## config.mk

```make
export PLATFORM = sky130hd
export DESIGN_NAME = page_program_status
export DESIGN_NICKNAME = d
export VERILOG_FILES = /design/src/core/page_program_status_pkg.sv /design/src/core/page_buffer.sv /design/src/core/page_program_status.sv
export SDC_FILE = /design/constraint.sdc
export NUM_CORES = 1
export LEC_CHECK = 0
export CAP_MARGIN = 20
export CORE_MARGIN = 8
export CORE_UTILIZATION = 35
export CTS_BUF_LIST = sky130_fd_sc_hd__clkbuf_8
export CTS_CLUSTER_DIAMETER = 100
export DETAILED_ROUTE_END_ITERATION = 8
export DONT_BUFFER_PORTS = 1
export PLACE_DENSITY = 0.57
export RECOVER_POWER = 25
export SYNTH_ARGS = -nofsm -noshare
export SYNTH_HDL_FRONTEND = slang
export SYNTH_SLANG_ARGS = --single-unit
```

## constraint.sdc

```tcl
create_clock -name aclk -period 2.8 [get_ports aclk]
set_clock_uncertainty 0.15 [all_clocks]
set_input_delay 0.7 -clock aclk [delete_from_list [all_inputs] [get_ports aclk]]
set_output_delay 0.7 -clock aclk [all_outputs]
set_load 0.1 [all_outputs]
```

## src/core/page_program_status_pkg.sv

```systemverilog
// Constants and types for the page programming status block
// =====================================================================
// What this block does
// Each loaded data byte advances the in-page byte pointer by one.
// Pointer past the last page byte wraps to the first byte of the page.
// Programmer must never load the same buffer location twice per load.
// Load flag (bit 3) clears on load command, sets on next memory write.
// Success flag (bit 2) clears at cycle start, sets on clean completion.
// Write inhibit flag (bit 1) goes low while brown-out blocks programming.
// A brown-out anywhere during a cycle keeps success low afterwards.
// Write inhibit low forces the busy flag low too.
// Busy flag (bit 0) is low while programming, erasing or inhibited, else high.
// Polling the last byte while busy returns it with its top bit inverted.
// Polling during erase returns all ones with the top bit cleared.
// The polled byte is the last byte loaded, not the highest address.
// Status bits 7..4 read zero; writes to the status register do nothing.
// The status register is readable at any time, even while busy.
package page_program_status_pkg;
  localparam int          ADDR_W           = 5;
  localparam logic [4:0]  ADDR_FLAGS       = 5'h00;
  localparam logic [4:0]  ADDR_COMMAND     = 5'h04;
  localparam logic [4:0]  ADDR_DATA        = 5'h08;
  localparam logic [4:0]  ADDR_POINTER     = 5'h0c;
  localparam logic [4:0]  ADDR_BUFFER      = 5'h10;
  localparam int          BIT_BUSY_N       = 0;
  localparam int          BIT_WRITE_INHIBIT = 1;
  localparam int          BIT_SUCCESS      = 2;
  localparam int          BIT_LOAD         = 3;
  localparam int          CMD_LOAD_BUFFER  = 0;
  localparam int          CMD_PROGRAM      = 1;
  localparam int          CMD_ERASE        = 2;
  localparam logic        LOAD_RESET       = 1'b1;
  localparam logic        SUCCESS_RESET    = 1'b0;
  localparam int          PAGE_BYTES       = 64;
  localparam int          PTR_W            = 6;
  localparam logic [5:0]  PTR_RESET        = 6'h00;
  localparam logic [5:0]  PTR_LAST         = 6'h3f;
  localparam logic [7:0]  DATA_RESET       = 8'hff;
  localparam logic [7:0]  ERASE_VALUE      = 8'hff;
  localparam logic [7:0]  POLL_MASK        = 8'h80;
  localparam int          CLK_PERIOD_NS    = 5;
  localparam int          PROG_TIME_US     = 2500;
  localparam int          PROG_CYCLES      = PROG_TIME_US * 1000 / CLK_PERIOD_NS;
  localparam int          CNT_W            = 20;
  localparam logic [1:0]  RESP_OKAY        = 2'b00;
  localparam logic [1:0]  RESP_SLVERR      = 2'b10;
  typedef enum logic [2:0] {
    ST_IDLE    = 3'b001,
    ST_PROGRAM = 3'b010,
    ST_ERASE   = 3'b100
  } prog_state_type;
endpackage

```

## src/core/page_buffer.sv

```systemverilog
// Page buffer storage with auto-incrementing, wrapping byte pointer
`timescale 1ns/10ps
module page_buffer
  import page_program_status_pkg::*;
(
  input  wire logic                                  aclk,
  input  wire logic                                  aresetn,
  input  wire logic                                  set_ptr,
  input  wire logic [page_program_status_pkg::PTR_W-1:0] set_value,
  input  wire logic                                  write_en,
  input  wire logic [7:0]                            write_data,
  output logic      [page_program_status_pkg::PTR_W-1:0] ptr,
  output logic      [7:0]                            read_data
);
  logic [PTR_W-1:0] next_ptr;
  logic [7:0]       entry      [PAGE_BYTES];
  logic [7:0]       next_entry [PAGE_BYTES];

  // =====================================================================
  // Storage
  for (genvar i = 0; i < PAGE_BYTES; i++) begin : g_entry
    assign next_entry[i] = (write_en && ptr == PTR_W'(i)) ? write_data : entry[i];
    always_ff @(posedge aclk) begin
      if (!aresetn) begin
        entry[i] <= DATA_RESET;
      end else begin
        entry[i] <= next_entry[i];
      end
    end
  end
  assign read_data = entry[ptr];

  // =====================================================================
  // Pointer
  always_comb begin
    next_ptr = ptr;
    if (set_ptr) begin
      next_ptr = set_value;
    end else if (write_en) begin
      next_ptr = (ptr == PTR_LAST) ? PTR_RESET : ptr + 1'b1;
    end
  end

  always_ff @(posedge aclk) begin
    if (!aresetn) begin
      ptr <= PTR_RESET;
    end else begin
      ptr <= next_ptr;
    end
  end
endmodule

```

## src/core/page_program_status.sv

```systemverilog
// Page load, programming sequencer and status register behind AXI4-Lite
//
// Register access over AXI4-Lite and the register addresses are this design's own decisions.
`timescale 1ns/10ps
module page_program_status
  import page_program_status_pkg::*;
#(
  parameter int prog_cycles = page_program_status_pkg::PROG_CYCLES
)(
  input  wire logic                                      aclk,
  input  wire logic                                      aresetn,
  input  wire logic                                      brownout_detector,
  input  wire logic                                      awvalid,
  output logic                                           awready,
  input  wire logic [page_program_status_pkg::ADDR_W-1:0] awaddr,
  input  wire logic [2:0]                                awprot,
  input  wire logic                                      wvalid,
  output logic                                           wready,
  input  wire logic [31:0]                               wdata,
  input  wire logic [3:0]                                wstrb,
  output logic                                           bvalid,
  input  wire logic                                      bready,
  output logic      [1:0]                                bresp,
  input  wire logic                                      arvalid,
  output logic                                           arready,
  input  wire logic [page_program_status_pkg::ADDR_W-1:0] araddr,
  input  wire logic [2:0]                                arprot,
  output logic                                           rvalid,
  input  wire logic                                      rready,
  output logic      [31:0]                               rdata,
  output logic      [1:0]                                rresp
);
  localparam logic [CNT_W-1:0] CNT_LAST = CNT_W'(prog_cycles - 1);

  logic             bod_s1, bod_s2, bod_s3, inhibited, next_inhibited;
  logic             aw_held, next_aw_held, w_held, next_w_held;
  logic [ADDR_W-1:0] waddr, next_waddr;
  logic [7:0]       wbyte, next_wbyte;
  logic             wlane, next_wlane;
  logic             next_bvalid, next_rvalid;
  logic [1:0]       next_bresp, next_rresp;
  logic [31:0]      next_rdata;
  prog_state_type   state, next_state;
  logic [CNT_W-1:0] count, next_count;
  logic             load_flag, next_load_flag, success, next_success;
  logic             bod_seen, next_bod_seen;
  logic [7:0]       last_byte, next_last_byte, poll_byte, flags;
  logic             do_write, cmd_write, idle, load_cmd, start_prog, start_erase;
  logic             data_write, ptr_write, busy, write_inhibit_flag;
  logic [PTR_W-1:0] ptr;
  logic [7:0]       buf_byte;

  // =====================================================================
  // Brown-out input synchroniser and agreement filter
  always_comb begin
    next_inhibited = (bod_s2 == bod_s3) ? bod_s3 : inhibited;
  end

  always_ff @(posedge aclk) begin
    if (!aresetn) begin
      bod_s1    <= 1'b0;
      bod_s2    <= 1'b0;
      bod_s3    <= 1'b0;
      inhibited <= 1'b0;
    end else begin
      bod_s1    <= brownout_detector;
      bod_s2    <= bod_s1;
      bod_s3    <= bod_s2;
      inhibited <= next_inhibited;
    end
  end

  // =====================================================================
  // Decode
  assign idle        = (state == ST_IDLE);
  assign busy        = !idle;
  assign do_write    = aw_held && w_held && !bvalid;
  assign cmd_write   = do_write && waddr == ADDR_COMMAND && wlane && idle;
  assign load_cmd    = cmd_write && wbyte[CMD_LOAD_BUFFER];
  assign start_prog  = cmd_write && !wbyte[CMD_LOAD_BUFFER] && wbyte[CMD_PROGRAM] && !inhibited;
  assign start_erase = cmd_write && !wbyte[CMD_LOAD_BUFFER] && !wbyte[CMD_PROGRAM] && wbyte[CMD_ERASE] &&
                       !inhibited;
  assign data_write  = do_write && waddr == ADDR_DATA && wlane && idle;
  assign ptr_write   = do_write && waddr == ADDR_POINTER && wlane && idle;

  assign write_inhibit_flag = !inhibited;
  assign flags = {4'h0, load_flag, success, write_inhibit_flag, !(busy || inhibited)};

  always_comb begin
    if (state == ST_ERASE) begin
      poll_byte = ERASE_VALUE & ~POLL_MASK;
    end else if (busy) begin
      poll_byte = last_byte ^ POLL_MASK;
    end else begin
      poll_byte = last_byte;
    end
  end

  page_buffer page_buffer_inst (
    .aclk       (aclk),
    .aresetn    (aresetn),
    .set_ptr    (load_cmd || ptr_write),
    .set_value  (ptr_write ? wbyte[PTR_W-1:0] : PTR_RESET),
    .write_en   (data_write),
    .write_data (wbyte),
    .ptr        (ptr),
    .read_data  (buf_byte)
  );

  // =====================================================================
  // Programming sequencer and flags
  always_comb begin
    next_state     = state;
    next_count     = count;
    next_load_flag = load_flag;
    next_success   = success;
    next_bod_seen  = bod_seen;
    next_last_byte = last_byte;
    if (data_write) begin
      next_last_byte = wbyte;
    end
    if (load_cmd) begin
      next_load_flag = 1'b0;
    end
    case (state)
      ST_IDLE: begin
        if (start_prog || start_erase) begin
          next_state     = start_prog ? ST_PROGRAM : ST_ERASE;
          next_count     = '0;
          next_load_flag = 1'b1;
          next_success   = 1'b0;
          next_bod_seen  = 1'b0;
          if (start_erase) begin
            next_last_byte = ERASE_VALUE;
          end
        end
      end
      ST_PROGRAM, ST_ERASE: begin
        if (inhibited) begin
          next_bod_seen = 1'b1;
        end
        if (count == CNT_LAST) begin
          next_state   = ST_IDLE;
          next_success = !(bod_seen || inhibited);
        end else begin
          next_count = count + 1'b1;
        end
      end
      default: next_state = ST_IDLE;
    endcase
  end

  always_ff @(posedge aclk) begin
    if (!aresetn) begin
      state     <= ST_IDLE;
      count     <= '0;
      load_flag <= LOAD_RESET;
      success   <= SUCCESS_RESET;
      bod_seen  <= 1'b0;
      last_byte <= DATA_RESET;
    end else begin
      state     <= next_state;
      count     <= next_count;
      load_flag <= next_load_flag;
      success   <= next_success;
      bod_seen  <= next_bod_seen;
      last_byte <= next_last_byte;
    end
  end

  // =====================================================================
  // AXI4-Lite slave
  assign awready = !aw_held && !bvalid;
  assign wready  = !w_held && !bvalid;
  assign arready = !rvalid;

  always_comb begin
    next_aw_held = aw_held;
    next_w_held  = w_held;
    next_waddr   = waddr;
    next_wbyte   = wbyte;
    next_wlane   = wlane;
    next_bvalid  = bvalid && !bready;
    next_bresp   = bresp;
    next_rvalid  = rvalid && !rready;
    next_rdata   = rdata;
    next_rresp   = rresp;
    if (awvalid && awready) begin
      next_aw_held = 1'b1;
      next_waddr   = awaddr;
    end
    if (wvalid && wready) begin
      next_w_held = 1'b1;
      next_wbyte  = wdata[7:0];
      next_wlane  = wstrb[0];
    end
    if (do_write) begin
      next_aw_held = 1'b0;
      next_w_held  = 1'b0;
      next_bvalid  = 1'b1;
      next_bresp   = (waddr inside {ADDR_FLAGS, ADDR_COMMAND, ADDR_DATA, ADDR_POINTER, ADDR_BUFFER}) ?
                     RESP_OKAY : RESP_SLVERR;
    end
    if (arvalid && arready) begin
      next_rvalid = 1'b1;
      next_rresp  = RESP_OKAY;
      case (araddr)
        ADDR_FLAGS:   next_rdata = {24'h0, flags};
        ADDR_COMMAND: next_rdata = 32'h0;
        ADDR_DATA:    next_rdata = {24'h0, poll_byte};
        ADDR_POINTER: next_rdata = {26'h0, ptr};
        ADDR_BUFFER:  next_rdata = {24'h0, buf_byte};
        default: begin
          next_rdata = 32'h0;
          next_rresp = RESP_SLVERR;
        end
      endcase
    end
  end

  always_ff @(posedge aclk) begin
    if (!aresetn) begin
      aw_held <= 1'b0;
      w_held  <= 1'b0;
      waddr   <= '0;
      wbyte   <= 8'h00;
      wlane   <= 1'b0;
      bvalid  <= 1'b0;
      bresp   <= RESP_OKAY;
      rvalid  <= 1'b0;
      rdata   <= 32'h0;
      rresp   <= RESP_OKAY;
    end else begin
      aw_held <= next_aw_held;
      w_held  <= next_w_held;
      waddr   <= next_waddr;
      wbyte   <= next_wbyte;
      wlane   <= next_wlane;
      bvalid  <= next_bvalid;
      bresp   <= next_bresp;
      rvalid  <= next_rvalid;
      rdata   <= next_rdata;
      rresp   <= next_rresp;
    end
  end
endmodule

```

# After elaboration in Yosys (flattened, before gate mapping)
# Memories as Yosys holds them, arrays and structs flattened. A register that Yosys moved wholly into a read port is not among the register bits.
# Index checks and enable logic that the tools add are counted.
dict set report totals {
  output_inout_bits 41
  reg_bits 98
  mem_bits_rw 512
  mem_count 1
}
dict set report classes {
  n_eq_ne 144
  reduce_logical 182
  mux 162
  bitwise_logic 66
  n_addsub 2
}
# name depth word_bits read_ports rd_clocked_by_memory_dff write_ports line_no
set memory_table {}
lappend memory_table {page_buffer_inst.entry 64 8 1 1 64 page_buffer.sv:16} ;# logic [7:0] entry [PAGE_BYTES];
# op count
set ops {}
lappend ops {{two-way mux 8 bit} 134}
lappend ops {{== test 6 bit, second input constant} 32}
lappend ops {{AND reduction 2 bit} 65}
lappend ops {{== test 6 x 5 -> 1 bit, second input constant} 16}
lappend ops {{logical AND 1 bit} 89}
lappend ops {{!= test 1 bit, second input constant} 64}
lappend ops {{bitwise OR 1 bit} 64}
lappend ops {{== test 6 x 4 -> 1 bit, second input constant} 8}
lappend ops {{two-way mux 20 bit} 2}
lappend ops {{case mux 20 bit (2 select lines)} 1}
lappend ops {{two-way mux 6 bit} 6}
lappend ops {{case mux 8 bit (4 select lines)} 1}
lappend ops {{== test 6 x 3 -> 1 bit, second input constant} 4}
lappend ops {{adder 20 x 1 -> 20 bit, second input constant} 1}
lappend ops {{== test 20 x 19 -> 1 bit, second input constant} 1}
lappend ops {{== test 5 x 4 -> 1 bit, second input constant} 4}
lappend ops {{== test 6 x 2 -> 1 bit, second input constant} 2}
lappend ops {{zero test 1 bit} 12}
lappend ops {{== test 5 x 3 -> 1 bit, second input constant} 2}
lappend ops {{== test 5 bit, second input constant} 2}
lappend ops {{zero test 5 bit} 2}
lappend ops {{two-way mux 1 bit} 10}
lappend ops {{two-way mux 3 bit} 3}
lappend ops {{AND reduction 3 bit} 3}
lappend ops {{18 further kinds} 28}

# Logic depth before layout (Yosys ltp)
dict set report depth {
  word_depth 12
  ltp_mapped 9
  ltp_nobuf 6
}

# Hierarchy
# From an unflattened synthesis, not the netlist that was laid out.
dict set report hier_totals {
  cells_unflattened 2037
  area_unflattened_um2 27719.1
}
# mod n_inst area_per_inst_um2 seq_area_each_um2 cells_each
set modules_own_cells {}
lappend modules_own_cells {page_buffer 1 24353.4 15615.0 1635}
lappend modules_own_cells {page_program_status 1 3365.7 1321.3 402}

# Least setup slack after synthesis
# OpenSTA, ideal clock, no wires.
dict set report synth_timing {
  kind {register to register}
  from {register bvalid}
  to {register waddr[4]}
  path_slack_ps -382
  synth_period_minus_slack_ps 3182
  n_path_buf 1
  setup_ps 128
  required_time_ps 2522
  arrival_time_ps 2905
  stages_incl_launch_ff 6
  path_cell_list {dfxtp_1 -> nor2_1 -> and2_1 -> clkbuf_1 -> mux2i_1 -> nor2_1}
}
dict set report synth_between {
  elab_chain_len 3
}
# item line_no
set synth_lines {}
lappend synth_lines {{start, declared} page_program_status.sv:21} ;# output logic bvalid,
lappend synth_lines {{start signal, assigned} page_program_status.sv:239} ;# bvalid <= next_bvalid;
lappend synth_lines {{zero test 1 bit} page_program_status.sv:173} ;# assign awready = !aw_held && !bvalid;
lappend synth_lines {{logical AND 1 bit} page_program_status.sv:173}
lappend synth_lines {{named net awready} page_program_status.sv:14} ;# output logic awready,
lappend synth_lines {{logical AND 1 bit} page_program_status.sv:188} ;# if (awvalid && awready) begin
lappend synth_lines {{end signal, assigned} page_program_status.sv:236} ;# waddr <= next_waddr;
lappend synth_lines {{end, declared} page_program_status.sv:37} ;# logic [ADDR_W-1:0] waddr, next_waddr;
# The timed path passes the listed nets, and every way through them passes these cells.
# A chain may end at the register's enable or synchronous reset.

# Worst setup path after layout
dict set report layout_timing {
  from {register bvalid}
  to {output awready}
}
dict set report layout_between {
  elab_chain_len 2
}
# item line_no
set layout_lines {}
lappend layout_lines {{zero test 1 bit} page_program_status.sv:173}
lappend layout_lines {{logical AND 1 bit} page_program_status.sv:173}
lappend layout_lines {{end, declared} page_program_status.sv:14}
# No other way between the ends.

==> summary.txt <==
Largest stage delay, worst path = 470 ps
Die area = 86280 sq um
Initial Utilization = 35.08%
Ratio of cells with drive above 1 in the final layout = 20.94%
Gr ovfl total = 0
Max Clk Rate = 0.3744 GHz
Crit Path Max Fanout = 6
DR vias/cell = 5.454
TritonCTS clock tree = built
Crit Reg-Reg Endpoint = page_buffer_inst.entry[2][6]$_SDFFCE_PN1P_
Syn-to-layout area delta = 15.21%
Remaining antenna violation count = 0
Internal = 13520 uW
Final setup fails = 0
Syn_area_per_cell = 12.71 sq um
EDFF count, synth = 512
Worst Setup End Kind = output port
Worst slack, placed = 154.8 ps
Vias in the first global route = 18344
Async set or reset register ratio after synthesis = 0%
Post-DP HPWL = 60.25 mm
Clock power share = 41.5%
Rows = 102
Worst Path Arrival = 1820 ps
Post-Syn Area = 27000 sq um
CP Launch Type = flop
Worst-skew pair later-pin latency = 700 ps
Seq cells post-synth = 590
Hold EP = waddr[1]$_SDFFE_PN0P_
Clock-pin slew on the worst setup and hold paths = 60 ps
Vias = 18598
R2R depth = 6
Routed WL per cell = 25.22 um
Pins Over Slew Limit = 0
Core region area = 76960 sq um
Slowest cell on the critical path = clkbuf_2
Comb pwr share = 4.6%
Final Hold Viols = 0
Antenna violations before repair = 2
Total CTS buffers = 99
Largest net degree at the start of global routing = 87
1st-iter DRT viols = 2390
Placer congestion estimate = 0.9198
Layout Cells excl Fill = 3410
CP Class = reg -> out
Sw frac = 23.90%
CTS Sinks = 590
Switching power = 4247 uW
Number of nets in the layout = 2354
Final WL = 86.00 mm
Status = finished clean
Seq pwr share = 53.8%
Post-route setup TNS = 0 ps
# IOs = 101
First-pass GRT wire length = 123.8 mm
Residual DRC = 0
Worst hold path type = in -> reg
Worst EP required = 1950 ps
Worst-Margin Slew = 896.7 ps
Die width = 293.7 um
Ys flop type = edfxtp_1
YS warnings = 0
VDD IR max = 0.4752 mV
Sequential area share after synthesis = 62.73%
Hold depth = 2
Power Density = 571.3 nW/um^2
H-tree depth = 3
Min Hold Slack = 40.60 ps
Setup ws final = 129.3 ps
I/O Buffers = 0
CP Cell Sequence = buf_4 > nor2_1 > clkbuf_2
Gate Count Post-Synth = 2125
R2R Path Start = state[0]$_SDFFE_PN1P_
Max-slew headroom = 40.22%
CTS max path bufs = 3
Final period util = 95.38%
Final design utilization = 40.42%
Max Cap Viol = 0
All-layer global routing usage = 19.55%
FF-to-FF setup slack = 130 ps
Unrepaired setup endpoints after global routing = false
Hold Crit Start = awaddr[1]
Placed cell count = 3215
Root buf cell = clkbuf_8
Die Height = 293.7 um
Fill cell count = 7261
LEAKAGE = 0.008302 uW
Yosys cell types = 74
Final min period = 2671 ps
1st-pass router iterations = 6
worst max-delay path by stage:
stage	startpoint	endpoint	slack, ps	cells past startpoint
2_1_floorplan	bvalid$_SDFF_PN0_	page_buffer_inst.entry[2][0]$_SDFFCE_PN1P_	-30	7
3_3_place_gp	flop	rdata[5]$_SDFFE_PN0P_	170	5
3_5_place_dp	flop	rdata[5]$_SDFFE_PN0P_	150	5
4_1_cts	flop	rdata[5]$_SDFFE_PN0P_	170	5
5_1_grt	state[0]$_SDFFE_PN1P_	page_buffer_inst.entry[49][3]$_SDFFCE_PN1P_	3	6
6_report	bvalid$_SDFF_PN0_	awready	130	3
Yosys cell counts, drive strengths merged (3+ instances only):
library cell | instances | area [sq um]
nand2 | 582 | 2185
edfxtp | 512 | 15370
nor2 | 174 | 655.6
mux4 | 132 | 2973
buf | 128 | 818.3
o21ai | 86 | 430.4
dfxtp | 78 | 1562
clkbuf | 67 | 251.5
mux2i | 64 | 640.6
a21oi | 35 | 175.2
nand3 | 26 | 135.1
nand2b | 25 | 156.4
a22oi | 15 | 112.6
and2 | 15 | 93.84
inv | 14 | 52.55
o22ai | 12 | 75.07
nand4 | 11 | 75.07
nor3 | 11 | 60.06
and3 | 10 | 62.56
o211ai | 10 | 75.07
a211oi | 8 | 65.06
nor2b | 8 | 50.05
o2111ai | 8 | 87.59
a2111o | 7 | 78.83
or2 | 7 | 43.79
a31oi | 6 | 37.54
a2111oi | 5 | 50.04
ha | 5 | 62.56
o31ai | 5 | 56.30
nor4b | 4 | 35.03
o311ai | 4 | 35.03
o31a | 4 | 35.03
or3b | 4 | 35.03
and4 | 3 | 26.28
nand3b | 3 | 22.52
nor3b | 3 | 27.52
nor4 | 3 | 18.77
or3 | 3 | 18.77
layout by cell type (no fill, tap or decap), types with 5 or more instances in the layout:
cell type,instances
nand2_1,582
edfxtp_1,512
buf_4,185
nor2_1,172
mux4_2,132
clkbuf_8,107
o21ai_0,75
dfxtp_1,75
mux2i_1,64
inv_1,49
a21oi_1,35
conb_1,26
nand3_1,25
nand2b_1,25
clkinv_1,22
a22oi_1,15
dlygate4sd3_1,13
o22ai_1,12
clkbuf_2,12
o21ai_1,11
buf_12,11
and2_1,10
nand4_1,10
nor3_1,10
o211ai_1,10
clkbuf_1,10
nor2b_1,8
clkinv_2,8
or2_2,7
a211oi_1,7
o2111ai_1,7
a2111o_1,7
and3_1,6
a31oi_1,6
and2_0,5
ha_1,5
routing by layer:
layer	global-route usage, %	share of wire [%]	vias to the layer above
met3	4.932	9.4	157
met4	7.072	3.4	0
met1	25.77	40	9402
met5	0	0	-
li1	-	-	8079
met2	31.19	47	960
final cells by class:
type / instances / area (sq um) / area share (%)
Sequential cell: 590 / 16950 / 54.49
Tap cell: 1040 / 1301 / 4.184
Multi-Input combinational cell: 1351 / 9056 / 29.12
Clock buffer: 107 / 1473 / 4.735
Antenna cell: 1 / 2.502 / 0.008045
Timing Repair Buffer: 233 / 1859 / 5.978
Clock inverter: 74 / 411.6 / 1.323
Inverter: 14 / 52.55 / 0.1690
critical path: cells and delay by family, from the launching register on:
family                 cells  cell delay [ps]
buffers and inverters      2              710
flip-flops                 1              310
AND/OR/NAND/NOR            1              120
state kept, by name (all words and copies together), names as in the netlist, 3 cells and up, named ones only:
signal / count
waddr: 5
last_byte: 8
state: 3
wbyte: 8
rdata: 8
count: 20
page_buffer_inst.entry: 512
page_buffer_inst.ptr: 6
power groups by stage:
stage          sequential, uW  clock [uW]  combinational [uW]
4_1_cts                  9560        7500                 834
2_1_floorplan            9790           0                 497
6_report                 9560        7380                 826
5_1_grt                  9560        7870                 863
3_5_place_dp             9750           0                 812
3_3_place_gp             9740           0                 804
what timing repair did:
action,4_1_cts,5_1_grt
setup buffers,0,0
gates resized for setup,0,0
hold endpoints to repair,19,0
hold buffers,13,0
per-stage QoR:
step	power, uW	instance area, sq um
6_report	17770	31100
5_1_grt	18290	31100
4_1_cts	17900	31250
3_5_place_dp	10560	29230
3_3_place_gp	10550	29230
2_1_floorplan	10290	27100
kinds of logic after synthesis:
logic type,synth area share (%)
mux,13.38
other cells,0.01389
compound gates,5.543
simple gates,13.88
buf+inv,4.157
fa+ha+maj,0.2317
flops,62.73
xor+xnor,0.06489
(Power assumes the default switching activity.)
